## src/shared/ibc_pkg.sv

```systemverilog
// Purpose: constants and types for the backplane cycle control block
// Assumes: 10 MHz host clock, 8-bit register port
// Notes: pin vector indexes describe the order of the synchronised pin bundle
package ibc_pkg;
	localparam int CLK_MHZ = 10;
	localparam logic [7:0] REG_CFG     = 8'h07;
	localparam logic [7:0] REG_SYSCTL  = 8'h61;
	localparam logic [7:0] REG_NMIMSK  = 8'h70;
	localparam logic [7:0] REG_STATUS  = 8'h80;
	localparam logic [7:0] REG_FASTRST = 8'h92;
	localparam int CFG_ROMQ = 4;
	localparam int SC_SPK   = 1;
	localparam int NM_PAR   = 0;
	localparam int FR_GO    = 0;
	localparam logic [7:0] CFG_RST = 8'h00;
	localparam logic [7:0] SC_RST  = 8'h00;
	localparam logic [7:0] NM_RST  = 8'h01;
	localparam int CMD_MIN_NS = 300;
	localparam int CMD_CYC    = (CMD_MIN_NS * CLK_MHZ + 999) / 1000;
	localparam int FRST_NS    = 1000;
	localparam int FRST_CYC   = (FRST_NS * CLK_MHZ + 999) / 1000;
	localparam int OSC_DIV    = 12;
	localparam logic [3:0] ROM_SEG  = 4'hF;
	localparam logic [7:0] DRQ_USED = 8'hEF;
	localparam int P_A20 = 0;
	localparam int P_PAR = 1;
	localparam int P_CHK = 2;
	localparam int P_RDY = 3;
	localparam int P_ZWS = 4;
	localparam int P_C16I = 5;
	localparam int P_C16M = 6;
	localparam int P_MST = 7;
	localparam int P_KRST = 8;
	localparam int P_STRAP = 9;
	localparam int P_OSC = 10;
	localparam int P_IOR = 11;
	localparam int P_DRQ = 15;
	localparam int P_IRQH = 23;
	localparam int P_IRQL = 30;
	localparam int P_RTC = 35;
	localparam int PIN_W = 36;
	localparam logic [35:0] PIN_IDLE = 36'h8000079FF;
	typedef enum logic [1:0] {ST_IDLE = 2'b00, ST_ADDR = 2'b01, ST_CMD = 2'b11, ST_DONE = 2'b10} ibc_state_e;
	typedef enum logic [1:0] {OW_CPU = 2'b00, OW_DMA = 2'b01, OW_MST = 2'b11} ibc_owner_e;
	typedef enum logic [1:0] {K_IO = 2'b00, K_MEM = 2'b01, K_REF = 2'b10} ibc_kind_e;
endpackage

```

## src/hw/ibc_cycle_ctrl.sv

```systemverilog
// Purpose: backplane cycle control, DMA/IRQ ranking, NMI, ROM select, resets
// Assumes: host-side inputs are on clk_i; backplane pins are asynchronous
// Notes: register port reads answer one cycle after the read strobe
`timescale 1ns/10ps
// How it works
// - clamp input forces address bit 20 low
// - NMI on unmasked parity, or on channel check while a cycle runs
// - bus size output limits CPU to 16 bits
// - hold request stays until master finishes
// - AEN with hold ack encodes cycle type
// - BALE low for idle, high when borrowed
// - DMA channel 0 highest; 5-7 wide
// - ready low inserts waits until high
// - 16-bit select inputs choose transfer width
// - I/O strobes driven, sampled in master
// - interrupt requests recognised on rising edge
// - rank 8 (RTC) first, then 9-15, then 3-7; RTC input active low
// - low address from byte enables, refresh
// - memory commands below 16 MB, master inputs
// - system memory commands below 1 MB only
// - oscillator divided by twelve for timer
// - zero wait input ends cycle early
// - keyboard reset requests warm reset
// - ROM select qualified by read unless configured
// - strap sampled at reset picks CPU mode
// - speaker is timer 2 gated by control
// - CPU reset on system, shutdown, keyboard, fast
module ibc_cycle_ctrl import ibc_pkg::*; (
	input  wire logic        clk_i,
	input  wire logic        reset_i,
	input  wire logic [7:0]  reg_addr_i,
	input  wire logic [7:0]  reg_wdata_i,
	input  wire logic        reg_wr_i,
	input  wire logic        reg_rd_i,
	output logic      [7:0]  reg_rdata_o,
	input  wire logic        cyc_start_i,
	input  wire logic        host_mem_i,
	input  wire logic        host_wr_i,
	input  wire logic [31:0] host_addr_i,
	input  wire logic [3:0]  host_byte_enables_n_i,
	input  wire logic        host_local_i,
	input  wire logic        host_hold_ack_i,
	input  wire logic        refresh_req_i,
	input  wire logic        shutdown_i,
	input  wire logic        timer2_out_i,
	input  wire logic        int_ack_i,
	input  wire logic        keyboard_addr20_clamp_n_i,
	input  wire logic        parity_n_i,
	input  wire logic        iochk_n_i,
	input  wire logic        iochrdy_i,
	input  wire logic        zero_wait_n_i,
	input  wire logic        iocs16_n_i,
	input  wire logic        memcs16_n_i,
	input  wire logic        master_n_i,
	input  wire logic        kbd_reset_req_n_i,
	input  wire logic        rtc_select_cpu_strap_i,
	input  wire logic        osc_i,
	input  wire logic        ior_n_i,
	input  wire logic        iow_n_i,
	input  wire logic        memr_n_i,
	input  wire logic        memw_n_i,
	input  wire logic [7:0]  drq_i,
	input  wire logic [15:9] irq_hi_i,
	input  wire logic [7:3]  irq_lo_i,
	input  wire logic        rtc_irq_n_i,
	output logic             ior_n_o,
	output logic             iow_n_o,
	output logic             memr_n_o,
	output logic             memw_n_o,
	output logic             cmd_oe_o,
	output logic             smemr_n_o,
	output logic             smemw_n_o,
	output logic      [19:0] sys_addr_o,
	output logic      [23:17] lat_addr_o,
	output logic             addr_oe_o,
	output logic             bale_o,
	output logic             aen_o,
	output logic             backplane_clk_o,
	output logic             bus_size_sixteen_n_o,
	output logic             hold_request_out_o,
	output logic      [7:0]  dack_n_o,
	output logic             dma_wide_o,
	output logic      [3:0]  master_cmd_o,
	output logic             cycle_done_o,
	output logic             cycle_wide_o,
	output logic             int_o,
	output logic      [3:0]  int_vec_o,
	output logic             nmi_o,
	output logic             cpu_reset_out_o,
	output logic             fpu_reset_out_o,
	output logic             bios_rom_select_o,
	output logic             speaker_out_o,
	output logic             timer_tick_o,
	output logic             cpu_mode_legacy_o
);
	typedef struct packed {
		logic [PIN_W-1:0] sy1;
		logic [PIN_W-1:0] sy2;
		logic        osc_d;
		logic [3:0]  div;
		logic        tick;
		logic        bclk;
		ibc_state_e  st;
		ibc_kind_e   kind;
		logic        wr;
		logic        lo1m;
		logic        lo16m;
		logic [3:0]  cnt;
		ibc_owner_e  own;
		logic [2:0]  dch;
		logic        hold;
		logic [7:0]  dack_n;
		logic        dwide;
		logic [15:0] irq_d;
		logic [15:0] pend;
		logic        intr;
		logic [3:0]  vec;
		logic        nmi;
		logic [7:0]  cfg;
		logic [7:0]  sc;
		logic [7:0]  nm;
		logic [3:0]  fr_cnt;
		logic        cpurst;
		logic [1:0]  por;
		logic        strap;
		logic [7:0]  rdata;
		logic [7:0]  ra;
		logic [19:0] sa;
		logic [6:0]  la;
		logic        bale;
		logic        aen;
		logic        ior_n;
		logic        iow_n;
		logic        memr_n;
		logic        memw_n;
		logic        smemr_n;
		logic        smemw_n;
		logic        bus_size_sixteen_n_n;
		logic        b16;
		logic        done;
		logic        rom;
		logic        spk;
		logic [3:0]  mcmd;
	} ibc_q_s;

	localparam ibc_q_s Q_RST = '{sy1: PIN_IDLE, sy2: PIN_IDLE, st: ST_IDLE, kind: K_IO, own: OW_CPU,
		dack_n: 8'hFF, cfg: CFG_RST, sc: SC_RST, nm: NM_RST, cpurst: 1'b1, por: 2'h3,
		ior_n: 1'b1, iow_n: 1'b1, memr_n: 1'b1, memw_n: 1'b1, smemr_n: 1'b1, smemw_n: 1'b1,
		bus_size_sixteen_n_n: 1'b1, default: '0};

	ibc_q_s q;
	ibc_q_s d;
	logic [PIN_W-1:0] s;
	logic [15:0]      irqv;
	logic [7:0]       drqv;
	logic [3:0]       dpick;
	logic [3:0]       ipick;
	logic             a20;

	// lowest set bit wins; both rankings reduce to this after reordering
	function automatic logic [3:0] ibc_pick(input logic [15:0] v);
		ibc_pick = 4'h0;
		for (int i = 15; i >= 0; i--) begin
			if (v[i])
				ibc_pick = 4'(i);
		end
	endfunction

	function automatic logic [1:0] ibc_be_lo(input logic [3:0] ben);
		if (!ben[0])
			ibc_be_lo = 2'h0;
		else if (!ben[1])
			ibc_be_lo = 2'h1;
		else if (!ben[2])
			ibc_be_lo = 2'h2;
		else
			ibc_be_lo = 2'h3;
	endfunction

	assign s = q.sy2;
	assign irqv = {s[P_IRQH+6:P_IRQH], ~s[P_RTC], s[P_IRQL+4:P_IRQL], 3'h0};
	assign drqv = s[P_DRQ+7:P_DRQ] & DRQ_USED;
	assign dpick = ibc_pick({8'h00, drqv});
	assign a20 = host_addr_i[20] & s[P_A20];

	always_comb begin
		d = q;
		d.sy1 = {rtc_irq_n_i, irq_lo_i, irq_hi_i, drq_i, memw_n_i, memr_n_i, iow_n_i, ior_n_i, osc_i,
			rtc_select_cpu_strap_i, kbd_reset_req_n_i, master_n_i, memcs16_n_i, iocs16_n_i,
			zero_wait_n_i, iochrdy_i, iochk_n_i, parity_n_i, keyboard_addr20_clamp_n_i};
		d.sy2 = q.sy1;
		d.bclk = ~q.bclk;
		d.done = 1'b0;
		d.rdata = 8'h00;
		// osc is faster than clk_i; edges closer than one period alias away
		d.osc_d = s[P_OSC];
		d.tick = 1'b0;
		if (s[P_OSC] && !q.osc_d) begin
			if (q.div == 4'(OSC_DIV - 1)) begin
				d.div = 4'h0;
				d.tick = 1'b1;
			end else begin
				d.div = q.div + 4'h1;
			end
		end
		if (reg_wr_i) begin
			case (reg_addr_i)
				REG_CFG: d.cfg = reg_wdata_i;
				REG_SYSCTL: d.sc = reg_wdata_i;
				REG_NMIMSK: d.nm = reg_wdata_i;
				REG_FASTRST: if (reg_wdata_i[FR_GO]) d.fr_cnt = 4'(FRST_CYC);
				default: ;
			endcase
		end
		if (reg_rd_i) begin
			case (reg_addr_i)
				REG_CFG: d.rdata = q.cfg;
				REG_SYSCTL: d.rdata = q.sc;
				REG_NMIMSK: d.rdata = q.nm;
				REG_STATUS: d.rdata = {q.strap, q.nmi, q.intr, q.hold, q.own, q.st};
				default: d.rdata = 8'h00;
			endcase
		end
		if (q.fr_cnt != 4'h0 && !(reg_wr_i && reg_addr_i == REG_FASTRST))
			d.fr_cnt = q.fr_cnt - 4'h1;
		d.cpurst = (d.fr_cnt != 4'h0) | ~s[P_KRST] | shutdown_i;
		// strap is read once the synchroniser holds a real pin value
		if (q.por != 2'h0)
			d.por = q.por - 2'h1;
		if (q.por == 2'h1)
			d.strap = s[P_STRAP];
		// interrupt capture: a new edge beats a simultaneous acknowledge
		d.irq_d = irqv;
		d.pend = q.pend & irqv;
		if (int_ack_i && q.intr)
			d.pend[q.vec] = 1'b0;
		d.pend = d.pend | (irqv & ~q.irq_d);
		ipick = ibc_pick({d.pend[7:0], d.pend[15:8]});
		d.vec = ipick + 4'h8;
		d.intr = |d.pend;
		d.nmi = (~s[P_PAR] & ~q.nm[NM_PAR]) | (~s[P_CHK] & (q.st != ST_IDLE));
		d.spk = timer2_out_i & q.sc[SC_SPK];
		// DMA arbitration
		case (q.own)
			OW_CPU: begin
				if (|drqv)
					d.hold = 1'b1;
				else
					d.hold = 1'b0;
				if (q.hold && host_hold_ack_i && q.st == ST_IDLE && |drqv) begin
					d.dch = dpick[2:0];
					d.dack_n = ~(8'h01 << dpick[2:0]);
					d.dwide = dpick[2:0] >= 3'h5;
					d.own = s[P_MST] ? OW_DMA : OW_MST;
				end
			end
			OW_DMA, OW_MST: begin
				if (!drqv[q.dch]) begin
					d.own = OW_CPU;
					d.hold = 1'b0;
					d.dack_n = 8'hFF;
				end else if (q.own == OW_DMA && !s[P_MST]) begin
					d.own = OW_MST;
				end
			end
			default: d.own = OW_CPU;
		endcase
		// cycle sequencer
		case (q.st)
			ST_IDLE: begin
				if (cyc_start_i && !host_local_i && q.own != OW_MST) begin
					d.st = ST_ADDR;
					d.kind = host_mem_i ? K_MEM : K_IO;
					d.wr = host_wr_i;
					d.lo16m = host_addr_i[31:24] == 8'h00;
					d.lo1m = d.lo16m && host_addr_i[23:21] == 3'h0 && !a20;
					d.sa = {host_addr_i[19:2], ibc_be_lo(host_byte_enables_n_i)};
					d.la = {host_addr_i[23:21], a20, host_addr_i[19:17]};
				end else if (refresh_req_i && q.own == OW_CPU && !q.hold) begin
					d.st = ST_ADDR;
					d.kind = K_REF;
					d.wr = 1'b0;
					d.lo16m = 1'b1;
					d.lo1m = 1'b1;
					d.sa = {12'h000, q.ra};
					d.la = 7'h00;
					d.ra = q.ra + 8'h01;
				end
			end
			ST_ADDR: begin
				d.st = ST_CMD;
				d.cnt = 4'(CMD_CYC - 1);
				d.ior_n = ~(q.kind == K_IO && !q.wr);
				d.iow_n = ~(q.kind == K_IO && q.wr);
				d.memr_n = ~((q.kind == K_MEM && !q.wr && q.lo16m) || q.kind == K_REF);
				d.memw_n = ~(q.kind == K_MEM && q.wr && q.lo16m);
				d.smemr_n = d.memr_n | ~q.lo1m;
				d.smemw_n = d.memw_n | ~q.lo1m;
			end
			ST_CMD: begin
				if (!s[P_ZWS] || (q.cnt == 4'h0 && s[P_RDY])) begin
					d.st = ST_DONE;
					d.b16 = (q.kind == K_IO) ? ~s[P_C16I] : ~s[P_C16M];
					{d.ior_n, d.iow_n, d.memr_n, d.memw_n, d.smemr_n, d.smemw_n} = 6'h3F;
				end else if (q.cnt != 4'h0) begin
					d.cnt = q.cnt - 4'h1;
				end
			end
			ST_DONE: begin
				d.st = ST_IDLE;
				d.done = 1'b1;
			end
			default: d.st = ST_IDLE;
		endcase
		// refresh cycles leave bus sizing to the card, host cycles in the sequencer are 16 bits
		d.bus_size_sixteen_n_n = ~(d.st != ST_IDLE && d.kind != K_REF);
		d.bale = (d.st == ST_ADDR) | (d.own != OW_CPU) | (d.st != ST_IDLE && d.kind == K_REF);
		d.aen = (d.own == OW_DMA) | (d.st != ST_IDLE && d.kind == K_REF);
		d.mcmd = (q.own == OW_MST) ? ~s[P_IOR+3:P_IOR] : 4'h0;
		d.rom = d.la[6:3] == 4'h0 && d.sa[19:16] == ROM_SEG && d.st != ST_IDLE && d.kind == K_MEM
			&& (q.cfg[CFG_ROMQ] || !d.memr_n);
	end

	always_ff @(posedge clk_i) begin
		if (reset_i)
			q <= Q_RST;
		else
			q <= d;
	end

	assign reg_rdata_o = q.rdata;
	assign ior_n_o = q.ior_n;
	assign iow_n_o = q.iow_n;
	assign memr_n_o = q.memr_n;
	assign memw_n_o = q.memw_n;
	assign cmd_oe_o = q.own != OW_MST;
	assign smemr_n_o = q.smemr_n;
	assign smemw_n_o = q.smemw_n;
	assign sys_addr_o = q.sa;
	assign lat_addr_o = q.la;
	assign addr_oe_o = q.own != OW_MST;
	assign bale_o = q.bale;
	assign aen_o = q.aen;
	assign backplane_clk_o = q.bclk;
	assign bus_size_sixteen_n_o = q.bus_size_sixteen_n_n;
	assign hold_request_out_o = q.hold;
	assign dack_n_o = q.dack_n;
	assign dma_wide_o = q.dwide;
	assign master_cmd_o = q.mcmd;
	assign cycle_done_o = q.done;
	assign cycle_wide_o = q.b16;
	assign int_o = q.intr;
	assign int_vec_o = q.vec;
	assign nmi_o = q.nmi;
	assign cpu_reset_out_o = q.cpurst;
	assign fpu_reset_out_o = q.cpurst;
	assign bios_rom_select_o = q.rom;
	assign speaker_out_o = q.spk;
	assign timer_tick_o = q.tick;
	assign cpu_mode_legacy_o = q.strap;
endmodule // ibc_cycle_ctrl

```

## config.mk

```make
export PLATFORM = sky130hd
export DESIGN_NAME = ibc_cycle_ctrl
export DESIGN_NICKNAME = d
export VERILOG_FILES = /design/src/shared/ibc_pkg.sv /design/src/hw/ibc_cycle_ctrl.sv
export SDC_FILE = /design/constraint.sdc
export NUM_CORES = 1
export LEC_CHECK = 0
export ABC_AREA = 0
export BUFFER_PORTS_ARGS = -buffer_cell sky130_fd_sc_hd__buf_2
export CAP_MARGIN = 10
export CORE_MARGIN = 4
export CORE_UTILIZATION = 60
export CTS_BUF_LIST = sky130_fd_sc_hd__clkbuf_8
export DETAILED_ROUTE_END_ITERATION = 8
export GPL_TIMING_DRIVEN = 0
export PLACE_DENSITY = 0.86
export RECOVER_POWER = 100
export SLEW_MARGIN = 20
export SYNTH_ARGS = -nofsm -noshare
export SYNTH_HDL_FRONTEND = slang
export SYNTH_SLANG_ARGS = --single-unit
```

## constraint.sdc

```tcl
create_clock -name clk_i -period 5.25 [get_ports clk_i]
set_input_delay 1.05 -clock clk_i [delete_from_list [all_inputs] [get_ports clk_i]]
set_output_delay 1.05 -clock clk_i [all_outputs]
set_load 0.01 [all_outputs]
```

Yosys cells after proc, flatten, opt, wreduce, memory -nomap -nowiden
Index checks and enable logic that the tools add are counted.
{ "totals": {"regBits": 235, "in_bits": 101, "out_inout_bits": 75, "word_cells": 262} }
{ "op_classes": {"add_sub_neg": 6, "magnitude_cmp": 4, "eq_ne": 26, "shift": 1, "mux": 63, "bitwise": 38, "reduce_logical": 74} }
{ "ops": {"columns": ["operator", "count"], "rows": [
  ["$mux 4", 23],
  ["$mux 27", 2],
  ["$and 16x16->16", 3],
  ["$mux 35", 1],
  ["$not 16->16", 2],
  ["$pmux 8 s4", 1],
  ["$logic_and 1x1->1", 28],
  ["$mux 3", 7],
  ["$mux 9", 2],
  ["$not 1->1", 18],
  ["$pmux 9 s2", 1],
  ["$eq 8x7->1 const B", 2],
  ["$eq 8x8->1 const B", 2],
  ["$mux 16", 1],
  ["$or 16x16->16", 1],
  ["$reduce_and 2->1", 8],
  ["$reduce_or 16->1", 1],
  ["$eq 2x1->1 const B", 7],
  ["$mux 7", 2],
  ["$ne 2x2->1 const B", 7],
  ["$reduce_bool 2->1", 7],
  ["$mux 2", 6],
  ["$pmux 6 s2", 1],
  ["$reduce_bool 4->1", 3],
  ["other kinds (34)", 76]
]} }

Longest topological paths before layout
Gate-level depths: netlist of the first run.
{ "logic_depth": {"depth_word": 25, "mapped_depth": 8, "mapped_depth_nobuf": 7} }

Least setup slack after synthesis of the first run
OpenSTA, ideal clock, no wires.
{ "synth_timing": {"path_kind": "in2reg", "startpoint": "input port reg_addr_i[1]", "endpoint": "register q[68] (netlist name)", "setup_time_ns": 0.120, "t_arrival_ns": 2.482, "t_required_ns": 5.130, "setup_slack_ns": 2.648, "stages": 4, "path_buffers": 0, "cell_sequence": "or4b_4 nor4b_4 nand2_2 a211o_1"} }
{ "synth_via": {"elab_chain_len": 2} }
{ "synth_rtl": {"columns": ["element", "line", "rtl"], "rows": [
  ["start, declared", "ibc_cycle_ctrl.sv:31", "input wire logic [7:0] reg_addr_i,"],
  ["$eq 8x7->1", "ibc_cycle_ctrl.sv:207", "case (reg_addr_i)"],
  ["$reduce_and 2->1 (no line)", null, null],
  ["end signal, assigned", "ibc_cycle_ctrl.sv:326", "q <= Q_RST;"],
  ["end signal, assigned", "ibc_cycle_ctrl.sv:328", "q <= d;"],
  ["end, declared", "ibc_cycle_ctrl.sv:151", "ibc_q_s q;"]
]} }
No other way between the ends.
A chain may end at the register's enable or synchronous reset.

Worst setup path in the final report of the first run
Ends and elaborated chain as after synthesis.

==> flow_metrics.py, run 1 <==
metrics = {
    "run": {
        "drv_cap": 0,
    },
    "global_routing": {
        "grt_max_degree": 11,
        "antenna_found_initial": 1,
        "grt_first_pass_wirelength_mm": 35.0,
        "gr-total-overflow": 0,
        "grt_pass1_vias": 7212,
        "grtUsageTotal": 0.260,
    },
    "yosys": {
        "ys_seq_area_frac": 0.510,
        "synth-seq-cells": 227,
        "synth_cells": 949,
        "yosysWarnings": 0,
        "async_reset_ff_frac": 0,
        "synth_edf_count": 0,
        "ys_types": 79,
        "synth.net_count": 1057,
        "syn_area_sq_um": 8910,
        "ys.flop_type": "dfxtp_1",
        "syn_area_per_cell_sq_um": 9.39,
    },
    "detailed_routing": {
        "drtIter0Drc": 741,
        "vias": 7637,
        "post_drt_wl_per_cell_um": 16.4,
        "wl_mm": 22.3,
        "ant_nets": 0,
        "drc": 0,
        "via_per_inst": 5.59,
        "firstDrtPassIters": 6,
    },
    "timing": {
        "hold_violations": 0,
        "period_needed_ns": 3.23,
        "setup-violations-final": 0,
        "setup_tns_ns": 0,
        "period_share": 0.615,
        "slew_headroom": 0.0194,
        "worst_pin_slew_ns": 1.45,
        "rsz0062_at_grt": "false",
        "maxSlewViolCount": 0,
        "worst_slack_ns": 2.02,
        "clock.fmax_mhz": 310,
        "skew_ns": 0.0133,
    },
    "floorplan": {
        "row_count": 44,
        "die_h_um": 130,
        "start_util": 0.613,
        "die_x_um": 130,
        "boundaryPins": 176,
        "dieArea_sq_um": 16900,
        "core-area_sq_um": 14500,
    },
    "cells_and_area": {
        "most-common-layout-cells": "dfxtp_1, clkbuf_1, buf_2",
        "layout_commonest_cell": "dfxtp_1",
        "drive_gt1_frac": 0.213,
        "area_delta_synth_final_pct": 19.3,
        "nFillCells": 1162,
        "fin_cells": 1366,
        "fin_nets": 1266,
        "postLayoutCellArea_sq_um": 10600,
        "multi_input_area_sq_um": 3660,
        "finish.utilization": 0.731,
        "seq_area_sq_um": 4540,
    },
    "hold_path": {
        "whs_path_depth": 1,
        "hp-class": "register to register",
    },
    "clocking": {
        "post_cts_buffers": 0,
        "clock_path_buffers": 3,
        "cts-htree-levels": 2,
        "clock_sinks": 227,
        "numCtsBuffers": 36,
        "cts_tree": "built",
        "cts.clk_slew.worst_paths_ns": 0.06,
        "cts_root_buf": "clkbuf_8",
        "hold_buffers": 0,
        "clkLatencyLatePin_ns": 0.51,
        "cts_resized": 0,
    },
    "placement": {
        "place_area_sq_um": 9990,
        "dp_slack_ns": 1.97,
        "place_congestion": 0.894,
        "io_buffers": 171,
        "dp_cells": 1304,
        "dp_hpwl_mm": 16.0,
    },
    "worst_setup_path": {
        "reg2reg_depth": 7,
        "crit_type": "input pin to register",
        "end_kind": "register",
        "worstPathRequired_ns": 5.65,
        "cp_max_fo": 9,
        "critPathLaunchType": "input pin",
        "cp.arrival_ns": 3.63,
    },
    "power": {
        "vdd.ir_drop.worst_mv": 0.288,
        "power_density_nw_per_um2": 368,
        "power.leakage_nw": 4.22,
    },
    "status": {
        "status": "finished clean",
    },
}
-- cell usage after synthesis (all sizes together) (4+ instances only) --
cell / instances / area [sq um]
a211oi: 6 / 45.0
a21boi: 11 / 82.6
a21oi: 63 / 315
a221o: 4 / 40.0
a221oi: 7 / 61.3
a222oi: 4 / 40.0
a22oi: 20 / 150
a32oi: 4 / 35.0
and2: 5 / 31.3
and3: 5 / 31.3
buf: 68 / 473
clkbuf: 32 / 121
dfxtp: 227 / 4540
ha: 7 / 87.6
inv: 22 / 82.6
mux2i: 9 / 90.1
nand2: 76 / 295
nand2b: 21 / 131
nand3: 41 / 205
nand3b: 4 / 30.0
nand4: 9 / 56.3
nand4b: 8 / 70.1
nor2: 73 / 274
nor2b: 60 / 375
nor3: 17 / 85.1
nor3b: 5 / 37.5
nor4: 6 / 58.8
nor4b: 5 / 71.3
o21ai: 24 / 120
o21bai: 6 / 45.0
o221ai: 4 / 41.3
o311ai: 6 / 52.6
or2: 32 / 200
or3: 4 / 30.0
xor2: 11 / 96.3
-- area by class of cell --
class	instances	area share
inverters	22	0.00777
clock inverters	14	0.0106
clock buffers	47	0.0609
flip-flops and latches	227	0.427
repair buffers	171	0.0718
well taps	184	0.0217
diodes	1	0.000235
plain buffers	100	0.0553
multi-input cells	600	0.344
-- report_power, final --
part | total, W | switching (W) | internal [W] | leakage (nW)
Combinational | 0.000486 | 0.000279 | 0.000207 | 1.94
Clock | 0.00155 | 0.000650 | 0.000896 | 0.420
Sequential | 0.00188 | 0.0000623 | 0.00181 | 1.86
Total | 0.00391 | 0.000992 | 0.00292 | 4.22
-- final timing paths --
path	startpoint	end	slack (ns)
setup / recovery	reg_addr_i[1]	q[68]	2.02
hold / removal	s[14]	master_cmd_o[3]	0.39
setup reg to reg	q[154]	bios_rom_select_o	2.63
hold reg to reg	s[14]	master_cmd_o[3]	0.39
-- stage by stage --
stage          hold WS [ns]  total power [W]
2_1_floorplan         0.368          0.00223
3_3_place_gp          0.370          0.00238
3_5_place_dp          0.372          0.00240
4_1_cts               0.387          0.00394
5_1_grt               0.403          0.00407
6_report              0.386          0.00391
-- metal layers --
metal / vias to the layer above / part of all wire / global-route usage
met3: 63 / 0.088 / 0.0610
met2: 353 / 0.48 / 0.434
li1: 3680 / - / -
met1: 3541 / 0.41 / 0.328
met5: - / 0 / 0
met4: 0 / 0.030 / 0.0996
-- worst max-delay path: stages --
cell,delay [ns]
clkbuf_1,0.09
or4b_1,0.59
nor4b_1,1.19
nand2_2,0.34
a211o_1,0.38
-- cell families (layout without fill, tap and decap cells) --
family / after synthesis / count (layout) / share of synthesized area
and+or+nand+nor: 384 / 384 / 0.237
DFF: 227 / 227 / 0.510
AOI/OAI and AO/OA: 186 / 186 / 0.142
buffers and inverters: 122 / 354 / 0.0760
xor gates and xnor gates: 13 / 13 / 0.0128
muxes: 10 / 10 / 0.0126
adders and majority gates: 7 / 7 / 0.00983
other: 0 / 1 / 0
-- flip-flops by register name, summed over array words and instances, names as in the netlist, 4 cells and up --
name,count
d,35
dack_n_o,8
int_vec_o,4
lat_addr_o,7
master_cmd_o,4
q,85
reg_rdata_o,8
s,35
sys_addr_o,20
Note: power is estimated with default switching activity, not from simulation.
==> run 2: changes to the inputs <==
CORE_UTILIZATION = 51   (was 60)
PLACE_DENSITY = 0.78   (was 0.86)
clock period = 2.8 ns   (was 5.25 ns; I/O delays follow)
==> run 2 against run 1 <==
  * Via count shrank 2.3%
  * Sequential share of layout area is essentially flat
  * Sequential power rose by 87%
  * Clock power grew 77%
  * Largest cell class unchanged
  * Largest power group unchanged
==> flow_metrics.py, run 2 (same netlist as run 1, synthesis figures left out) <==
metrics = {
    "timing": {
        "whs_ns": 0.211,
        "worst_slack_ns": 0.280,
        "maxSlewViolCount": 0,
        "rsz0062_at_grt": "false",
        "period_share": 0.900,
        "worst_pin_slew_ns": 0.985,
        "period_needed_ns": 2.52,
        "skew_ns": 0.0179,
        "clock.fmax_mhz": 397,
        "slew_headroom": 0.336,
        "setup_tns_ns": 0,
        "setup-violations-final": 0,
        "hold_violations": 0,
    },
    "power": {
        "pwr-share-comb": 0.125,
        "vdd.ir_drop.worst_mv": 0.495,
        "swShare": 0.263,
        "p_switching_w": 0.00188,
        "intPower_w": 0.00528,
        "power.leakage_nw": 4.21,
        "p_clk_frac": 0.384,
        "power_density_nw_per_um2": 674,
        "seq_power_share": 0.491,
    },
    "run": {
        "drv_cap": 0,
    },
    "global_routing": {
        "grt_first_pass_wirelength_mm": 35.1,
        "gr-total-overflow": 0,
        "grt_pass1_vias": 7170,
        "use_met2": 0.360,
        "antenna_found_initial": 0,
        "busiest_layer": "met2",
        "grtUsageTotal": 0.219,
        "grtUsageMet1": 0.279,
        "use_met3": 0.0481,
        "grt_max_degree": 11,
    },
    "worst_setup_path": {
        "critPathLaunchType": "register",
        "cp_max_fo": 10,
        "cp_cell_sequence": "or4b_1 > clkbuf_1 > nor3_1 > nor2_1 > clkbuf_1 > clkbuf_1 > a32oi_1 > nor2_1",
        "cpLargestDelayFamily": "simple AND/OR/NAND/NOR gates",
        "worst-path-buf-inv": 3,
        "critPathSlowestCell": "or4b_1",
        "cp.arrival_ns": 2.91,
        "worstPathRequired_ns": 3.19,
        "cpMostUsedCell": "clkbuf_1",
        "crit_type": "register to register",
        "cp_slowest_stage_delay_ns": 0.56,
        "end_kind": "register",
    },
    "clocking": {
        "numCtsBuffers": 37,
        "cts_resized": 0,
        "cts-htree-levels": 2,
        "cts_tree": "built",
        "cts.clk_slew.worst_paths_ns": 0.06,
        "post_cts_buffers": 0,
        "cts_root_buf": "clkbuf_8",
        "clock_path_buffers": 3,
        "hold_buffers": 0,
        "clkLatencyLatePin_ns": 0.53,
        "clock_sinks": 227,
    },
    "cells_and_area": {
        "insertedDiodeCount": 0,
        "fin_nets": 1267,
        "most-common-layout-cells": "dfxtp_1, clkbuf_1, buf_2",
        "area_delta_synth_final_pct": 19.3,
        "nFillCells": 1515,
        "drive_gt1_frac": 0.214,
        "layout_commonest_cell": "dfxtp_1",
        "largest_reg_flops": 85,
        "largest_register": "q",
        "postLayoutCellArea_sq_um": 10600,
    },
    "floorplan": {
        "row_count": 48,
        "dieArea_sq_um": 19600,
        "start_util": 0.517,
        "boundaryPins": 176,
        "die_x_um": 140,
        "core-area_sq_um": 17200,
        "die_h_um": 140,
    },
    "placement": {
        "io_buffers": 171,
        "place_congestion": 0.924,
        "dp_slack_ns": 0.0302,
        "dp_hpwl_mm": 16.0,
        "place_area_sq_um": 10000,
    },
    "detailed_routing": {
        "drc": 0,
        "ant_nets": 0,
        "drtIter0Drc": 604,
        "vias": 7459,
        "post_drt_wl_per_cell_um": 15.9,
        "via_per_inst": 5.31,
        "wl_mm": 22.3,
        "firstDrtPassIters": 5,
    },
    "hold_path": {
        "hp-class": "input pin to register",
    },
    "status": {
        "status": "finished clean",
    },
}
==> run 2: layout make-up <==
cell class	instances	area (sq um)	share of cell area
inverter	22	82.6	0.00777
clock buffer	43	592	0.0557
tap	225	282	0.0265
clock inverter	17	109	0.0102
buffer	100	588	0.0553
multi-input combinational	600	3660	0.345
sequential	227	4540	0.428
timing repair buffer	171	767	0.0722
==> run 2: power by group through the flow <==
stage | Combinational, W | Clock (W) | Sequential (W)
2_1_floorplan | 0.000609 | 0 | 0.00356
3_3_place_gp | 0.000893 | 0 | 0.00358
3_5_place_dp | 0.000913 | 0 | 0.00358
4_1_cts | 0.000917 | 0.00282 | 0.00352
5_1_grt | 0.000997 | 0.00296 | 0.00354
6_report | 0.000894 | 0.00275 | 0.00352
==> run 2: worst reg2reg max path: stages, from the launching register on <==
cell and delay (ns):
dfxtp_1 0.39, or4b_1 0.56, clkbuf_1 0.19, nor3_1 0.29, nor2_1 0.09, clkbuf_1 0.23, clkbuf_1 0.33, a32oi_1 0.24
nor2_1 0.06
==> run 2: path summary, 6_finish.rpt <==
kind / from / to / slack (ns) / depth (start not counted)
worst min register to register: s[12] / master_cmd_o[1] / 0.39 / 1
worst max register to register: q[143] / lat_addr_o[20] / 0.28 / 8
worst min-delay path: iow_n_i / d[175] / 0.21 / 2
worst max-delay path: q[143] / lat_addr_o[20] / 0.28 / 8
==> run 2: metrics by stage <==
| stage | cells | total power (W) | util |
|---|---|---|---|
| finish | 1405 | 0.00716 | 0.617 |
| global placement | 1345 | 0.00447 | 0.583 |
| detailed placement | 1345 | 0.00450 | 0.583 |
| global route | 1405 | 0.00750 | 0.617 |
| floorplan | 949 | 0.00417 | - |
| CTS | 1405 | 0.00725 | 0.623 |
==> run 2: routing by layer <==
metal | vias to the layer above | routed length (um)
met4 | 0 | 749
met1 | 3463 | 9540
met2 | 268 | 10500
met5 | - | 0
met3 | 52 | 1560
li1 | 3676 | -
==> run 3: changes to the inputs <==
CTS_CLUSTER_SIZE = 10   (was unset)
MAX_ROUTING_LAYER = met4   (was unset)
==> run 3 against run 2 <==
  * Wire length up 0.15%
  * Clock skew down 0.0062 ns
  * Cell count grew 0.21%
  * Flip-flop and latch count is the same
  * Fmax decreased by 0.41%
  * Global-route usage up 0.72 points
  * Worst hold slack better by 0.0035 ns
  * Via count increased by 0.36%
  * Utilization is 0.33 points higher
  * Critical endpoint unchanged
  * Largest power group unchanged
==> flow_metrics.py, run 3 (same netlist as run 1, synthesis figures left out) <==
metrics = {
    "detailed_routing": {
        "drc": 0,
        "firstDrtPassIters": 7,
        "vias": 7486,
        "post_drt_wl_per_cell_um": 15.9,
        "ant_nets": 0,
        "drtIter0Drc": 554,
        "wl_mm": 22.4,
        "via_per_inst": 5.32,
    },
    "power": {
        "seq_power_share": 0.480,
        "p_switching_w": 0.00189,
        "pwr-share-comb": 0.122,
        "vdd.ir_drop.worst_mv": 0.461,
        "power.leakage_nw": 4.23,
        "p_clk_frac": 0.398,
        "power_density_nw_per_um2": 686,
        "swShare": 0.258,
        "intPower_w": 0.00544,
    },
    "worst_setup_path": {
        "cp_max_fo": 10,
        "crit_type": "register to register",
        "cp.arrival_ns": 2.93,
        "end_kind": "register",
        "critPathLaunchType": "register",
        "worstPathRequired_ns": 3.20,
    },
    "placement": {
        "dp_hpwl_mm": 16.0,
        "dp_cells": 1345,
        "io_buffers": 171,
        "place_congestion": 0.941,
    },
    "clocking": {
        "clkLatencyLatePin_ns": 0.53,
        "cts_root_buf": "clkbuf_8",
        "cts_resized": 0,
        "cts_tree": "built",
        "post_cts_buffers": 0,
        "cts.clk_slew.worst_paths_ns": 0.06,
        "cts-htree-levels": 2,
        "clock_sinks": 227,
        "clock_path_buffers": 3,
        "hold_buffers": 0,
        "numCtsBuffers": 37,
    },
    "global_routing": {
        "grt_first_pass_wirelength_mm": 35.2,
        "grtUsageTotal": 0.227,
        "grt_max_degree": 11,
        "gr-total-overflow": 0,
        "grt_pass1_vias": 7128,
        "antenna_found_initial": 0,
    },
    "floorplan": {
        "core-area_sq_um": 17200,
        "row_count": 48,
        "die_h_um": 140,
        "dieArea_sq_um": 19600,
        "start_util": 0.517,
        "boundaryPins": 176,
        "die_x_um": 140,
    },
    "timing": {
        "period_needed_ns": 2.53,
        "skew_ns": 0.0117,
        "rsz0062_at_grt": "false",
        "worst_pin_slew_ns": 0.974,
        "clock.fmax_mhz": 395,
        "slew_headroom": 0.344,
        "period_share": 0.904,
        "setup_tns_ns": 0,
        "setup-violations-final": 0,
        "hold_violations": 0,
        "maxSlewViolCount": 0,
    },
    "hold_path": {
        "hp-class": "input pin to register",
    },
    "cells_and_area": {
        "largest_register": "q",
        "fin_cells": 1408,
        "most-common-layout-cells": "dfxtp_1, clkbuf_1, buf_2",
        "finish.utilization": 0.620,
        "largest_reg_flops": 85,
        "layout_commonest_cell": "dfxtp_1",
        "drive_gt1_frac": 0.217,
        "fin_nets": 1267,
        "area_delta_synth_final_pct": 19.9,
        "insertedDiodeCount": 0,
    },
    "run": {
        "drv_cap": 0,
    },
    "status": {
        "status": "finished clean",
    },
}
## run 3: cell types whose count changed in the layout (fill, tap and decap cells not counted), sizes merged
cell	delta
inv	-4
clkbuf	+6
clkinv	+1
## run 3: layout make-up
class                      count  area [sq um]
tap                          225           282
multi-input combinational    600          3660
sequential                   227          4540
inverter                      22          82.6
fill                        1523          6550
clock buffer                  49           674
clock inverter                14          88.8
buffer                       100           588
timing repair buffer         171           767
## run 3: path summary, 6_finish.rpt
| kind | cells after the start | from | slack [ns] | end |
|---|---|---|---|---|
| min reg2reg | 1 | s[12] | 0.38 | master_cmd_o[1] |
| min | 2 | iow_n_i | 0.21 | d[175] |
| max | 8 | q[143] | 0.27 | lat_addr_o[20] |
| max reg2reg | 8 | q[143] | 0.27 | lat_addr_o[20] |
## run 3: power by group through the flow
stage          combinational (W)  sequential, W  clock [W]
2_1_floorplan           0.000609        0.00356          0
3_3_place_gp            0.000893        0.00358          0
3_5_place_dp            0.000913        0.00358          0
4_1_cts                 0.000917        0.00351    0.00299
5_1_grt                 0.000995        0.00354    0.00313
6_report                0.000896        0.00352    0.00291
## run 3: per-layer routing
layer,share of wire,vias to the layer above,GRT usage,wire length [um]
met5,0,-,-,0
met1,0.43,3479,0.281,9610
met4,0.033,0,0.0938,743
li1,-,3676,-,-
met3,0.065,59,0.0488,1460
met2,0.47,272,0.361,10600
## run 3: critical path: stages (launching register included)
cell      delay [ns]
dfxtp_1         0.39
or4b_1          0.56
clkbuf_1        0.19
nor3_1          0.29
nor2_1          0.09
clkbuf_1        0.24
clkbuf_1        0.33
a32oi_1         0.24
nor2_1          0.06
## run 3: through the flow
step / power (W) / worst slack (ns) / hold WS [ns] / instance area, sq um
global placement: 0.00447 / 0.0327 / 0.371 / 10000
detailed placement: 0.00450 / 0.0302 / 0.377 / 10000
floorplan: 0.00417 / 0.688 / 0.368 / 8910
finish: 0.00733 / 0.270 / 0.215 / 10700
CTS: 0.00742 / 0.465 / 0.184 / 10800
global route: 0.00766 / 0.129 / 0.193 / 10700
